$ cat src/rtl/srac_pkg.sv
// Purpose: Shared constants for the soft reset and analog control block.
// Assumes: 32-bit AXI4-Lite register bus, one register per aligned word.
// Notes: Offsets are full byte addresses on the register bus.

package srac_pkg;

	// ************************************************************
	// Register byte addresses
	// ************************************************************
	localparam logic [31:0] ANA_CTRL_ADDR = 32'h4002_000c; // Analog common control
	localparam logic [31:0] STATUS_ADDR = 32'he004_201c; // Subsystem status
	localparam logic [31:0] SOFT_RST_ADDR = 32'he004_2030; // Soft reset control

	// ************************************************************
	// Analog common control fields
	// ************************************************************
	localparam int ANA_REF_SEL_BIT = 0; // Reference select
	localparam int ANA_ALL_CLR_BIT = 1; // Common converter clear, self clearing
	localparam int ANA_ALL_PD_BIT = 2; // Common converter power down
	localparam int ANA_PWR_UP_BIT = 3; // Analog block power
	localparam int ANA_BLK_CLR_BIT = 4; // Analog control block clear, write only
	localparam logic [7:0] ANA_RESET_VAL = 8'h01; // Value after reset
	localparam logic [7:0] ANA_STORE_MASK = 8'hef; // Bits held in flip-flops

	// ************************************************************
	// Soft reset control fields
	// ************************************************************
	localparam int SR_ENGINE_BIT = 13; // Analog engine hold
	localparam int SR_IO_BIT = 14; // I/O block hold
	localparam int SR_INAPP_BIT = 15; // In-application programmer hold
	localparam int SR_PAD_HOLD_BIT = 16; // External pad hold
	localparam int SR_FABRIC_HOLD_BIT = 17; // Fabric reset output hold
	localparam int SR_FABRIC_EN_BIT = 18; // Fabric reset request enable
	localparam int SR_PAD_MON_BIT = 19; // Pad monitor enable
	localparam logic [31:0] SOFT_RESET_VAL = 32'h0003_fff8; // Value after reset
	localparam logic [31:0] SOFT_STORE_MASK = 32'hffff_e000; // Bits held here

	// ************************************************************
	// Subsystem status fields
	// ************************************************************
	localparam int ST_HIGH_BO_BIT = 0; // High supply brownout
	localparam int ST_LOW_BO_BIT = 1; // Low supply brownout
	localparam int ST_SEQ_LSB = 8; // Sequencer state field, two bits
	localparam logic [31:0] STATUS_RESET_VAL = 32'h0000_0000; // Value after reset

	// ************************************************************
	// Sequencer timing and bus answers
	// ************************************************************
	localparam int SEQ_HOLD_CYCLES = 8; // Subsystem clock periods of reset
	localparam logic [2:0] SEQ_LAST = 3'(SEQ_HOLD_CYCLES - 1); // Last count
	localparam logic [1:0] RESP_OKAY = 2'h0; // Normal answer
	localparam logic [1:0] RESP_SLVERR = 2'h2; // Unmapped address answer

	// Reset sequencer states
	typedef enum logic [1:0] {
		SRAC_PRESTART = 2'b00,
		SRAC_PAD_HELD = 2'b01,
		SRAC_WAIT_MON = 2'b10,
		SRAC_IDLE = 2'b11
	} srac_state_t;

endpackage

$ cat src/rtl/srac_sync.sv
// Purpose: Two flip-flop synchroniser for signals from outside the clock domain.
// Assumes: Synchronous active low reset.
// Notes: The first stage feeds only the second stage.

`timescale 1ns/10ps

module srac_sync #(
	parameter int W = 1,
	parameter logic [W-1:0] RST_VAL = '0
) (
	// Clock and reset
	input wire logic aclk,
	input wire logic aresetn,
	// Asynchronous input and synchronised output
	input wire logic [W-1:0] d,
	output logic [W-1:0] q
);

	logic [W-1:0] meta_ff; // First stage, read only by the second

	// ************************************************************
	// Two stages
	// ************************************************************
	// Shift the input through both stages
	always_ff @(posedge aclk) begin
		if (!aresetn) begin
			meta_ff <= RST_VAL;
			q <= RST_VAL;
		end else begin
			meta_ff <= d;
			q <= meta_ff;
		end
	end

endmodule

$ cat src/rtl/srac_top.sv
// Purpose: Soft reset, reset sequencer and analog control registers.
// Assumes: One clock; AXI4-Lite slave with one write and one read in flight.
// Notes: Analog self-clearing bits last one clock cycle.

`timescale 1ns/10ps

module srac_top (
	// Clock and reset
	input wire logic aclk,
	input wire logic aresetn,
	// Write address channel
	input wire logic [31:0] awaddr,
	input wire logic [2:0] awprot,
	input wire logic awvalid,
	output logic awready,
	// Write data channel
	input wire logic [31:0] wdata,
	input wire logic [3:0] wstrb,
	input wire logic wvalid,
	output logic wready,
	// Write response channel
	output logic [1:0] bresp,
	output logic bvalid,
	input wire logic bready,
	// Read address channel
	input wire logic [31:0] araddr,
	input wire logic [2:0] arprot,
	input wire logic arvalid,
	output logic arready,
	// Read data channel
	output logic [31:0] rdata,
	output logic [1:0] rresp,
	output logic rvalid,
	input wire logic rready,
	// External reset pad, open drain
	input wire logic external_pad_reset_low_in,
	output logic external_pad_reset_low_out,
	output logic pad_output_enable_n,
	// Fabric reset signals
	input wire logic fabric_to_subsys_rst_low,
	output logic subsys_to_fabric_rst_low,
	// Issued resets
	output logic subsys_rst_low,
	output logic inapp_programmer_rst_low,
	output logic io_block_rst_low,
	output logic analog_engine_rst_low,
	// Analog block control
	output logic analog_ctrl_block_clear,
	output logic analog_power_up,
	output logic converter_reference_select,
	input wire logic [2:0] single_converter_clear,
	input wire logic [2:0] single_converter_powerdown,
	output logic [2:0] converter_clear,
	output logic [2:0] converter_powerdown,
	// Supply monitor
	input wire logic high_supply_brownout,
	input wire logic low_supply_brownout
);

	import srac_pkg::*;

	// ************************************************************
	// Declarations
	// ************************************************************
	logic aw_held_ff, w_held_ff; // Write address and data captured
	logic [31:0] awaddr_ff, wdata_ff; // Captured write payload
	logic [3:0] wstrb_ff; // Captured byte enables
	logic nxt_aw_held, nxt_w_held, nxt_bvalid, nxt_rvalid; // Channel next states
	logic do_write; // Write performed this cycle
	logic [31:0] strb_mask; // Byte enables widened to bits
	logic [31:0] ana_wr_word; // Merged write for analog register
	logic [31:0] soft_wr_word; // Merged write for soft reset register
	logic wr_ana, wr_soft, wr_hit; // Write decode
	logic [7:0] ana_ff; // Analog common control storage
	logic [31:0] soft_ff; // Soft reset control storage
	logic blk_clr_ff; // Analog control block clear pulse
	logic [31:0] rd_word; // Read mux
	logic rd_hit; // Read decode
	logic pad_in_s, fabric_in_s; // Synchronised reset inputs
	logic [1:0] bo_s; // Synchronised brownout flags
	srac_state_t state_ff, nxt_state; // Reset sequencer
	logic [2:0] cnt_ff; // Prestart cycle count
	logic in_prestart; // Sequencer asserting issued resets
	logic fabric_req, pad_req; // Qualified restart requests

	// ************************************************************
	// Input synchronisers
	// ************************************************************
	srac_sync #(.W(2), .RST_VAL(2'b11)) u_sync_rst (
		.aclk(aclk),
		.aresetn(aresetn),
		.d({external_pad_reset_low_in, fabric_to_subsys_rst_low}),
		.q({pad_in_s, fabric_in_s})
	);

	srac_sync #(.W(2), .RST_VAL(2'b00)) u_sync_bo (
		.aclk(aclk),
		.aresetn(aresetn),
		.d({low_supply_brownout, high_supply_brownout}),
		.q(bo_s)
	);

	// ************************************************************
	// Reset sequencer
	// ************************************************************
	assign in_prestart = (state_ff == SRAC_PRESTART);
	// Fabric request only when enabled and outside prestart
	assign fabric_req = soft_ff[SR_FABRIC_EN_BIT] && !fabric_in_s && !in_prestart;
	// Pad watched only in idle, enabled, and while we do not drive it
	assign pad_req = (state_ff == SRAC_IDLE) && soft_ff[SR_PAD_MON_BIT]
		&& !soft_ff[SR_PAD_HOLD_BIT] && !pad_in_s;

	// Next state of the sequencer
	always_comb begin
		nxt_state = state_ff;
		case (state_ff)
			SRAC_PRESTART: begin
				// Hold issued resets for the full count
				if (cnt_ff == SEQ_LAST) begin
					nxt_state = SRAC_PAD_HELD;
				end
			end
			SRAC_PAD_HELD: begin
				// Wait for software to release the pad
				if (!soft_ff[SR_PAD_HOLD_BIT]) begin
					nxt_state = SRAC_WAIT_MON;
				end
			end
			SRAC_WAIT_MON: begin
				// Debounce window ends when monitoring is enabled
				if (soft_ff[SR_PAD_MON_BIT]) begin
					nxt_state = SRAC_IDLE;
				end
			end
			SRAC_IDLE: begin
				// Pad request restarts, disabled monitor steps back
				if (pad_req) begin
					nxt_state = SRAC_PRESTART;
				end else if (!soft_ff[SR_PAD_MON_BIT]) begin
					nxt_state = SRAC_WAIT_MON;
				end
			end
			default: begin
				nxt_state = SRAC_PRESTART;
			end
		endcase
		// Enabled fabric request restarts from any state except prestart
		if (fabric_req) begin
			nxt_state = SRAC_PRESTART;
		end
	end

	// State register and prestart counter
	always_ff @(posedge aclk) begin
		if (!aresetn) begin
			state_ff <= SRAC_PRESTART;
			cnt_ff <= 3'h0;
		end else begin
			state_ff <= nxt_state;
			// Counter restarts on each entry into prestart
			cnt_ff <= (in_prestart && nxt_state == SRAC_PRESTART) ? cnt_ff + 3'h1 : 3'h0;
		end
	end

	// ************************************************************
	// Write channels
	// ************************************************************
	assign do_write = aw_held_ff && w_held_ff && !bvalid;

	// Next values of handshake state
	always_comb begin
		nxt_aw_held = aw_held_ff;
		nxt_w_held = w_held_ff;
		nxt_bvalid = bvalid;
		nxt_rvalid = rvalid;
		if (awvalid && awready) begin
			nxt_aw_held = 1'b1;
		end
		if (wvalid && wready) begin
			nxt_w_held = 1'b1;
		end
		if (do_write) begin
			nxt_aw_held = 1'b0;
			nxt_w_held = 1'b0;
			nxt_bvalid = 1'b1;
		end else if (bvalid && bready) begin
			nxt_bvalid = 1'b0;
		end
		if (arvalid && arready) begin
			nxt_rvalid = 1'b1;
		end else if (rvalid && rready) begin
			nxt_rvalid = 1'b0;
		end
	end

	// Capture address and data, answer once both are held
	always_ff @(posedge aclk) begin
		if (!aresetn) begin
			aw_held_ff <= 1'b0;
			w_held_ff <= 1'b0;
			awaddr_ff <= 32'h0000_0000;
			wdata_ff <= 32'h0000_0000;
			wstrb_ff <= 4'h0;
			awready <= 1'b0;
			wready <= 1'b0;
			bvalid <= 1'b0;
			bresp <= RESP_OKAY;
		end else begin
			aw_held_ff <= nxt_aw_held;
			w_held_ff <= nxt_w_held;
			bvalid <= nxt_bvalid;
			awready <= !nxt_aw_held && !nxt_bvalid;
			wready <= !nxt_w_held && !nxt_bvalid;
			if (awvalid && awready) begin
				awaddr_ff <= awaddr;
			end
			if (wvalid && wready) begin
				wdata_ff <= wdata;
				wstrb_ff <= wstrb;
			end
			if (do_write) begin
				bresp <= wr_hit ? RESP_OKAY : RESP_SLVERR;
			end
		end
	end

	// Write decode and byte merge
	always_comb begin
		for (int i = 0; i < 4; i++) begin
			strb_mask[i*8 +: 8] = {8{wstrb_ff[i]}};
		end
		wr_ana = do_write && (awaddr_ff == ANA_CTRL_ADDR);
		wr_soft = do_write && (awaddr_ff == SOFT_RST_ADDR);
		wr_hit = (awaddr_ff == ANA_CTRL_ADDR) || (awaddr_ff == SOFT_RST_ADDR)
			|| (awaddr_ff == STATUS_ADDR);
		ana_wr_word = ({24'h00_0000, ana_ff} & ~strb_mask) | (wdata_ff & strb_mask);
		soft_wr_word = (soft_ff & ~strb_mask) | (wdata_ff & strb_mask);
	end

	// ************************************************************
	// Control registers
	// ************************************************************
	// Soft reset control, returned to reset values during prestart
	always_ff @(posedge aclk) begin
		if (!aresetn) begin
			soft_ff <= SOFT_RESET_VAL & SOFT_STORE_MASK;
		end else if (in_prestart) begin
			soft_ff <= SOFT_RESET_VAL & SOFT_STORE_MASK;
		end else if (wr_soft) begin
			soft_ff <= soft_wr_word & SOFT_STORE_MASK;
		end
	end

	// Analog common control, clear bits self clear unless rewritten
	always_ff @(posedge aclk) begin
		if (!aresetn || in_prestart) begin
			ana_ff <= ANA_RESET_VAL & ANA_STORE_MASK;
			blk_clr_ff <= 1'b0;
		end else if (wr_ana && strb_mask[0]) begin
			ana_ff <= ana_wr_word[7:0] & ANA_STORE_MASK;
			blk_clr_ff <= wdata_ff[ANA_BLK_CLR_BIT];
		end else begin
			ana_ff[ANA_ALL_CLR_BIT] <= 1'b0;
			blk_clr_ff <= 1'b0;
		end
	end

	// ************************************************************
	// Issued resets and analog outputs
	// ************************************************************
	// subsys_rst_low registered from next state, the other outputs from the current state
	always_ff @(posedge aclk) begin
		if (!aresetn) begin
			subsys_rst_low <= 1'b0;
			inapp_programmer_rst_low <= 1'b0;
			io_block_rst_low <= 1'b0;
			analog_engine_rst_low <= 1'b0;
			subsys_to_fabric_rst_low <= 1'b0;
			pad_output_enable_n <= 1'b0;
			external_pad_reset_low_out <= 1'b0;
		end else begin
			subsys_rst_low <= (nxt_state != SRAC_PRESTART);
			inapp_programmer_rst_low <= !soft_ff[SR_INAPP_BIT] && !in_prestart;
			io_block_rst_low <= !soft_ff[SR_IO_BIT] && !in_prestart;
			analog_engine_rst_low <= !soft_ff[SR_ENGINE_BIT] && !in_prestart;
			subsys_to_fabric_rst_low <= !soft_ff[SR_FABRIC_HOLD_BIT] && !in_prestart;
			pad_output_enable_n <= !(soft_ff[SR_PAD_HOLD_BIT] || in_prestart);
			external_pad_reset_low_out <= 1'b0;
		end
	end

	// Analog block and converter controls
	always_ff @(posedge aclk) begin
		if (!aresetn) begin
			analog_ctrl_block_clear <= 1'b0;
			analog_power_up <= 1'b0;
			converter_reference_select <= ANA_RESET_VAL[ANA_REF_SEL_BIT];
			converter_clear <= 3'h0;
			converter_powerdown <= 3'h0;
		end else begin
			analog_ctrl_block_clear <= blk_clr_ff;
			analog_power_up <= ana_ff[ANA_PWR_UP_BIT];
			converter_reference_select <= ana_ff[ANA_REF_SEL_BIT];
			converter_clear <= {3{ana_ff[ANA_ALL_CLR_BIT]}} | single_converter_clear;
			converter_powerdown <= {3{ana_ff[ANA_ALL_PD_BIT]}} | single_converter_powerdown;
		end
	end

	// ************************************************************
	// Read channel
	// ************************************************************
	// Read mux, unheld and write-only bits read as zero, held spare bits read back as written
	always_comb begin
		rd_hit = 1'b1;
		rd_word = 32'h0000_0000;
		if (araddr == ANA_CTRL_ADDR) begin
			rd_word[7:0] = ana_ff;
		end else if (araddr == SOFT_RST_ADDR) begin
			rd_word = soft_ff;
		end else if (araddr == STATUS_ADDR) begin
			rd_word = STATUS_RESET_VAL;
			rd_word[ST_HIGH_BO_BIT] = bo_s[0];
			rd_word[ST_LOW_BO_BIT] = bo_s[1];
			rd_word[ST_SEQ_LSB +: 2] = state_ff;
		end else begin
			rd_hit = 1'b0;
		end
	end

	// Take one read, answer the next cycle
	always_ff @(posedge aclk) begin
		if (!aresetn) begin
			arready <= 1'b0;
			rvalid <= 1'b0;
			rdata <= 32'h0000_0000;
			rresp <= RESP_OKAY;
		end else begin
			rvalid <= nxt_rvalid;
			arready <= !nxt_rvalid;
			if (arvalid && arready) begin
				rdata <= rd_word;
				rresp <= rd_hit ? RESP_OKAY : RESP_SLVERR;
			end
		end
	end
endmodule

$ cat config.mk
export PLATFORM = sky130hd
export DESIGN_NAME = srac_top
export DESIGN_NICKNAME = d
export VERILOG_FILES = /design/src/rtl/srac_pkg.sv /design/src/rtl/srac_sync.sv /design/src/rtl/srac_top.sv
export SDC_FILE = /design/constraint.sdc
export NUM_CORES = 1
export LEC_CHECK = 0
export ABC_AREA = 0
export BUFFER_PORTS_ARGS = -buffer_cell sky130_fd_sc_hd__buf_2
export CAP_MARGIN = 20
export CORE_ASPECT_RATIO = 1.25
export CORE_MARGIN = 4
export CORE_UTILIZATION = 40
export CTS_CLUSTER_SIZE = 8
export DETAILED_ROUTE_END_ITERATION = 12
export GPL_ROUTABILITY_DRIVEN = 0
export GPL_TIMING_DRIVEN = 0
export PLACE_DENSITY_LB_ADDON = 0.12
export SLEW_MARGIN = 20
export SYNTH_ARGS = -nofsm -noshare
export SYNTH_HDL_FRONTEND = slang
export SYNTH_SLANG_ARGS = --single-unit
export TNS_END_PERCENT = 100
$ cat constraint.sdc
create_clock -name aclk -period 4.75 [get_ports aclk]
set_clock_uncertainty 0.1 [all_clocks]
set_input_delay 0.7125 -clock aclk [delete_from_list [all_inputs] [get_ports aclk]]
set_output_delay 0.7125 -clock aclk [all_outputs]
set_load 0.05 [all_outputs]
# --- Word level (Yosys, flattened, before mapping) ---
# Index checks and enable logic that the tools add are counted.
totals:
  wordCells: 126
  output_inout_bits: 57
  in_bits: 123
  regBits: 166
op_classes:
  addsub: 1
  reduce_logical: 47
  eq_ne: 10
  mux: 24
  bitwise_logic: 10
ops:
  columns: ["op", "count"]
  rows:
  - ["$eq A32 B32 Y1 const B", 4]
  - ["$and A32 B32 Y32", 2]
  - ["$eq A32 B31 Y1 const B", 2]
  - ["$mux W32", 1]
  - ["$not A32 Y32", 1]
  - ["$or A32 B32 Y32", 1]
  - ["$mux W24", 1]
  - ["$logic_and A1 B1 Y1", 22]
  - ["$mux W2", 8]
  - ["$logic_not A1 Y1", 15]
  - ["$mux W1", 11]
  - ["$mux W10", 1]
  - ["$and A8 B8 Y8", 1]
  - ["$mux W8", 1]
  - ["$or A8 B8 Y8", 1]
  - ["$pmux W2 S4", 1]
  - ["$or A3 B3 Y3", 2]
  - ["$eq A2 B2 Y1 const B", 2]
  - ["$logic_not A2 Y1", 2]
  - ["$logic_or A1 B1 Y1", 4]
  - ["$reduce_or A2 Y1", 2]
  - ["$add A3 B1 Y3 const B", 1]
  - ["$eq A3 B3 Y1 const B", 1]
  - ["$eq A2 B1 Y1 const B", 1]
  - ["3 further kinds", 4]

# --- Longest topological paths before layout ---
depth:
  depth_word: 10
  depth_mapped: 7
  ltp_nobuf: 6

# --- By module ---
# A second synthesis with hierarchy kept.
hier_totals:
  hier_cells: 650
  area_unflattened_um2: 5879.4
modules_own_cells:
  columns: ["module", "area_each_um2", "seq_area_each_um2", "n_inst", "cells_per_inst"]
  rows:
  - ["srac_top", 5669.2, 2942.8, 1, 634]
  - ["srac_sync", 105.1, 80.1, 2, 8]

# --- Least setup slack after synthesis ---
# Ideal clock, no wire load.
synth_path:
  path_kind: "input port to flip-flop"
  startpoint: "input araddr[21]"
  endpoint: "register rdata[21]"
  required_time_ns: 4.591
  arrival_time_ns: 1.904
  setup_time_ns: 0.059
  cell_stages: 7
  n_path_buf: 2
  slack_ns: 2.687
  cell_sequence: "nor4_1 > nand4_1 > nor2_2 > and3_1 > buf_4 > buf_6 > a31o_1"
synth_between:
  elab_chain_cells: 3
  elab_cells_between_ends: 4
  cone_classes: "2 x eq/ne; 2 x mux"
synth_lines:
  columns: ["element", "line_no", "source"]
  rows:
  - ["start: declaration", "srac_top.sv:26", "input wire logic [31:0] araddr,"]
  - ["$eq A32 B32 Y1", "srac_top.sv:318", "end else if (araddr == SOFT_RST_ADDR) begin"]
  - ["$mux W32", "srac_top.sv:318", null]
  - ["$mux W24 *", "srac_top.sv:316", "if (araddr == ANA_CTRL_ADDR) begin"]
  - ["end signal: assignment", "srac_top.sv:341", "rdata <= rd_word;"]
  - ["end: declaration", "srac_top.sv:31", "output logic [31:0] rdata,"]
# Every way passes the cells marked *; elsewhere a longest branch is shown, timed or not.
# A chain may end at the register's enable or synchronous reset.

==> results.ini <==
[sta]
final-hold-violation-count=0
whs_ps=309
final_max_slew_viol_count=0
rsz0062_at_grt=false
period_needed_ps=1990
slew_headroom=0.612
worst_pin_slew_ps=577
fmax_mhz=504
tns_ps=0
post-route-period-util=0.418
finalSetupViolCount=0

[setup_path]
arrival_ps=2250
cp_num_buf_inv=3
cp.required_ps=5010
rr_startpoint=awaddr_ff[6]
cp_slowest_cell=clkbuf_1
startpoint_type=primary input
r2r_setup_slack_ps=2860
cp-end-kind=flip-flop
crit_chain=buf_2, clkbuf_1, o21a_1, clkbuf_1, nand2_1, o21ai_1
cp_common_cell=clkbuf_1
critPathMaxFanout=10
critPathMaxStageDelay_ps=450
ff2ff_path_depth=5
worstSetupPathType=in2reg
critPathTopFamily=buffers and inverters
crit_start=aresetn

[drt]
vias=5100
routed_wirelength_um=15400
drc=0
drt_pre_antenna_iters=5
drt.antenna.violating_nets=0
vias_per_cell=4.96
drtIter0Drc=234
wl_per_cell_um=15.0

[power]
powerDensity_nw_per_um2=388
ir_drop_mv=0.218
fin_total_pwr_mw=2.98
p_leak_nw=3.22

[grt]
grtUsageTotal=0.181
antenna_found_initial=1
gr-total-overflow=0
grt_pass1_vias=5100
grt_max_degree=17
grt_pass1_wl_um=24800

[cells_and_area]
finish.utilization=0.526
final_nets=963
drive_gt1_frac=0.268
syn2layout_area_growth_pct=27.6
num_antenna_cells=0

[worst_hold_path]
min_path_type=reg2reg
min_from=u_sync_rst.meta_ff[0]
holdPathEnd=u_sync_rst.q[0]
hold_depth=1

[cts]
cts-hold-fix-buffers=0
htreeDepth=4
clk_latency_ps=430
cts_tree=done
clockBufferDepth=2
cts_buffers=17
cts_num_sinks=155
post_cts_buffers=0
cts_resized=0
clockRootBuffer=clkbuf_16
path_clk_slew_ps=60

[synthesis]
netlist.area_leader.share=0.515
synth_area_leader_cell=dfxtp_1
yosysWarnings=0
synth.area.top_cells=dfxtp_1 52%, nand2_1 9.9%, a21boi_0 6.7%
synth_edf_count=0
synth.avg_cell_area_um2=9.23
ys_async_sr_fraction=0
synth.most_common_cell=nand2_1
ys_types=53
syn_area_um2=6020
synthTopCellsByCount=159 x nand2_1, 155 x dfxtp_1, 54 x a21boi_0, 33 x clkbuf_1, 23 x nor2_1
yosys_register_bits=155
netlist_instances=652
synth_flop_cell=dfxtp_1
seq_area_frac_synth=0.515

[flow_run]
maxCapViolations=0

[placed_design]
hpwl_um=12100
io_buffer_count=161

[die]
die-height_um=145
ios=180
die_x_um=118
core-area_um2=14600
dieArea_um2=17100
start_util=0.413
row_count=49

[status]
outcome=finished clean

[report_power, final]
| part | internal, mW | switching, mW |
|---|---|---|
| registers | 1.34 | 0.0253 |
| logic | 0.0930 | 0.138 |
| clock network | 0.840 | 0.544 |
[worst reg2reg max path, delay by kind of cell (launching register included)]
kind	cells	cell delay (ps)
multiplexers	1	260
flip-flops	1	330
AND/OR/NAND/NOR	4	1100
[stage by stage]
stage / setup slack [ps] / area (µm²) / cells
2_1_floorplan: 2690 / 6040 / 658
5_1_grt: 2610 / 7680 / 1029
4_1_cts: 2760 / 7680 / 1029
3_3_place_gp: 2340 / 7070 / 997
3_5_place_dp: 2300 / 7070 / 997
6_report: 2760 / 7680 / 1029
[final cells by class]
cell class                      count  area, µm²
Buffer                             51        240
Clock buffer                       18        439
Clock inverter                     14        169
Fill cell                        1410       6910
Inverter                            4       15.0
Multi-Input combinational cell    448       2690
Sequential cell                   155       3100
Tap cell                          178        223
Timing Repair Buffer              161        806
[per-layer routing]
layer / routed length, µm / up-vias / part of all wire / GRT usage
met2: 7760 / 143 / 0.50 / 0.325
li1: - / 2592 / - / -
met4: 199 / 2 / 0.013 / 0.0610
met5: 13 / - / 0.00084 / 0
met1: 6550 / 2344 / 0.42 / 0.201
met3: 923 / 19 / 0.060 / 0.0564
[worst max path at each step]
stage | endpoint | cells past startpoint
2_1_floorplan | rdata[21] | 7
3_3_place_gp | flip-flop | 6
3_5_place_dp | flip-flop | 5
4_1_cts | flip-flop | 6
5_1_grt | flip-flop | 6
6_report | flip-flop | 6
[cell usage in the layout (no fill, tap or decap), types with 3 or more instances in the layout]
| master | count |
|---|---|
| nand2_1 | 159 |
| nor2b_1 | 5 |
| a21boi_0 | 54 |
| a31o_1 | 19 |
| conb_1 | 7 |
| o21ai_1 | 14 |
| clkbuf_16 | 17 |
| o21ai_0 | 4 |
| buf_1 | 5 |
| buf_2 | 164 |
| bufinv_16 | 3 |
| nor3_1 | 9 |
| dfxtp_1 | 155 |
| nand4_1 | 4 |
| nor4_1 | 5 |
| nor4_2 | 3 |
| clkinvlp_4 | 5 |
| nor2_1 | 23 |
| and3_1 | 22 |
| inv_1 | 4 |
| clkinv_2 | 3 |
| clkbuf_1 | 33 |
| nor4b_1 | 3 |
| and2_1 | 11 |
| nand4_4 | 3 |
| a21oi_1 | 10 |
| nand2b_1 | 8 |
| nor4_4 | 4 |
| nand3_1 | 21 |
| mux2i_1 | 6 |
| a21boi_1 | 18 |
| buf_4 | 8 |
| o21a_1 | 7 |
[logic make-up (layout without fill, tap and decap cells)]
family	Yosys count	after routing	share of synthesized area
and+or+nand+nor	298	298	0.266
DFF	155	155	0.515
AOI/OAI and AO/OA	135	135	0.162
buffers and inverters	55	248	0.0424
muxes	6	6	0.00998
adders and majority gates	2	2	0.00416
other	1	7	0.000623
Power figures use the tool's default switching activity.
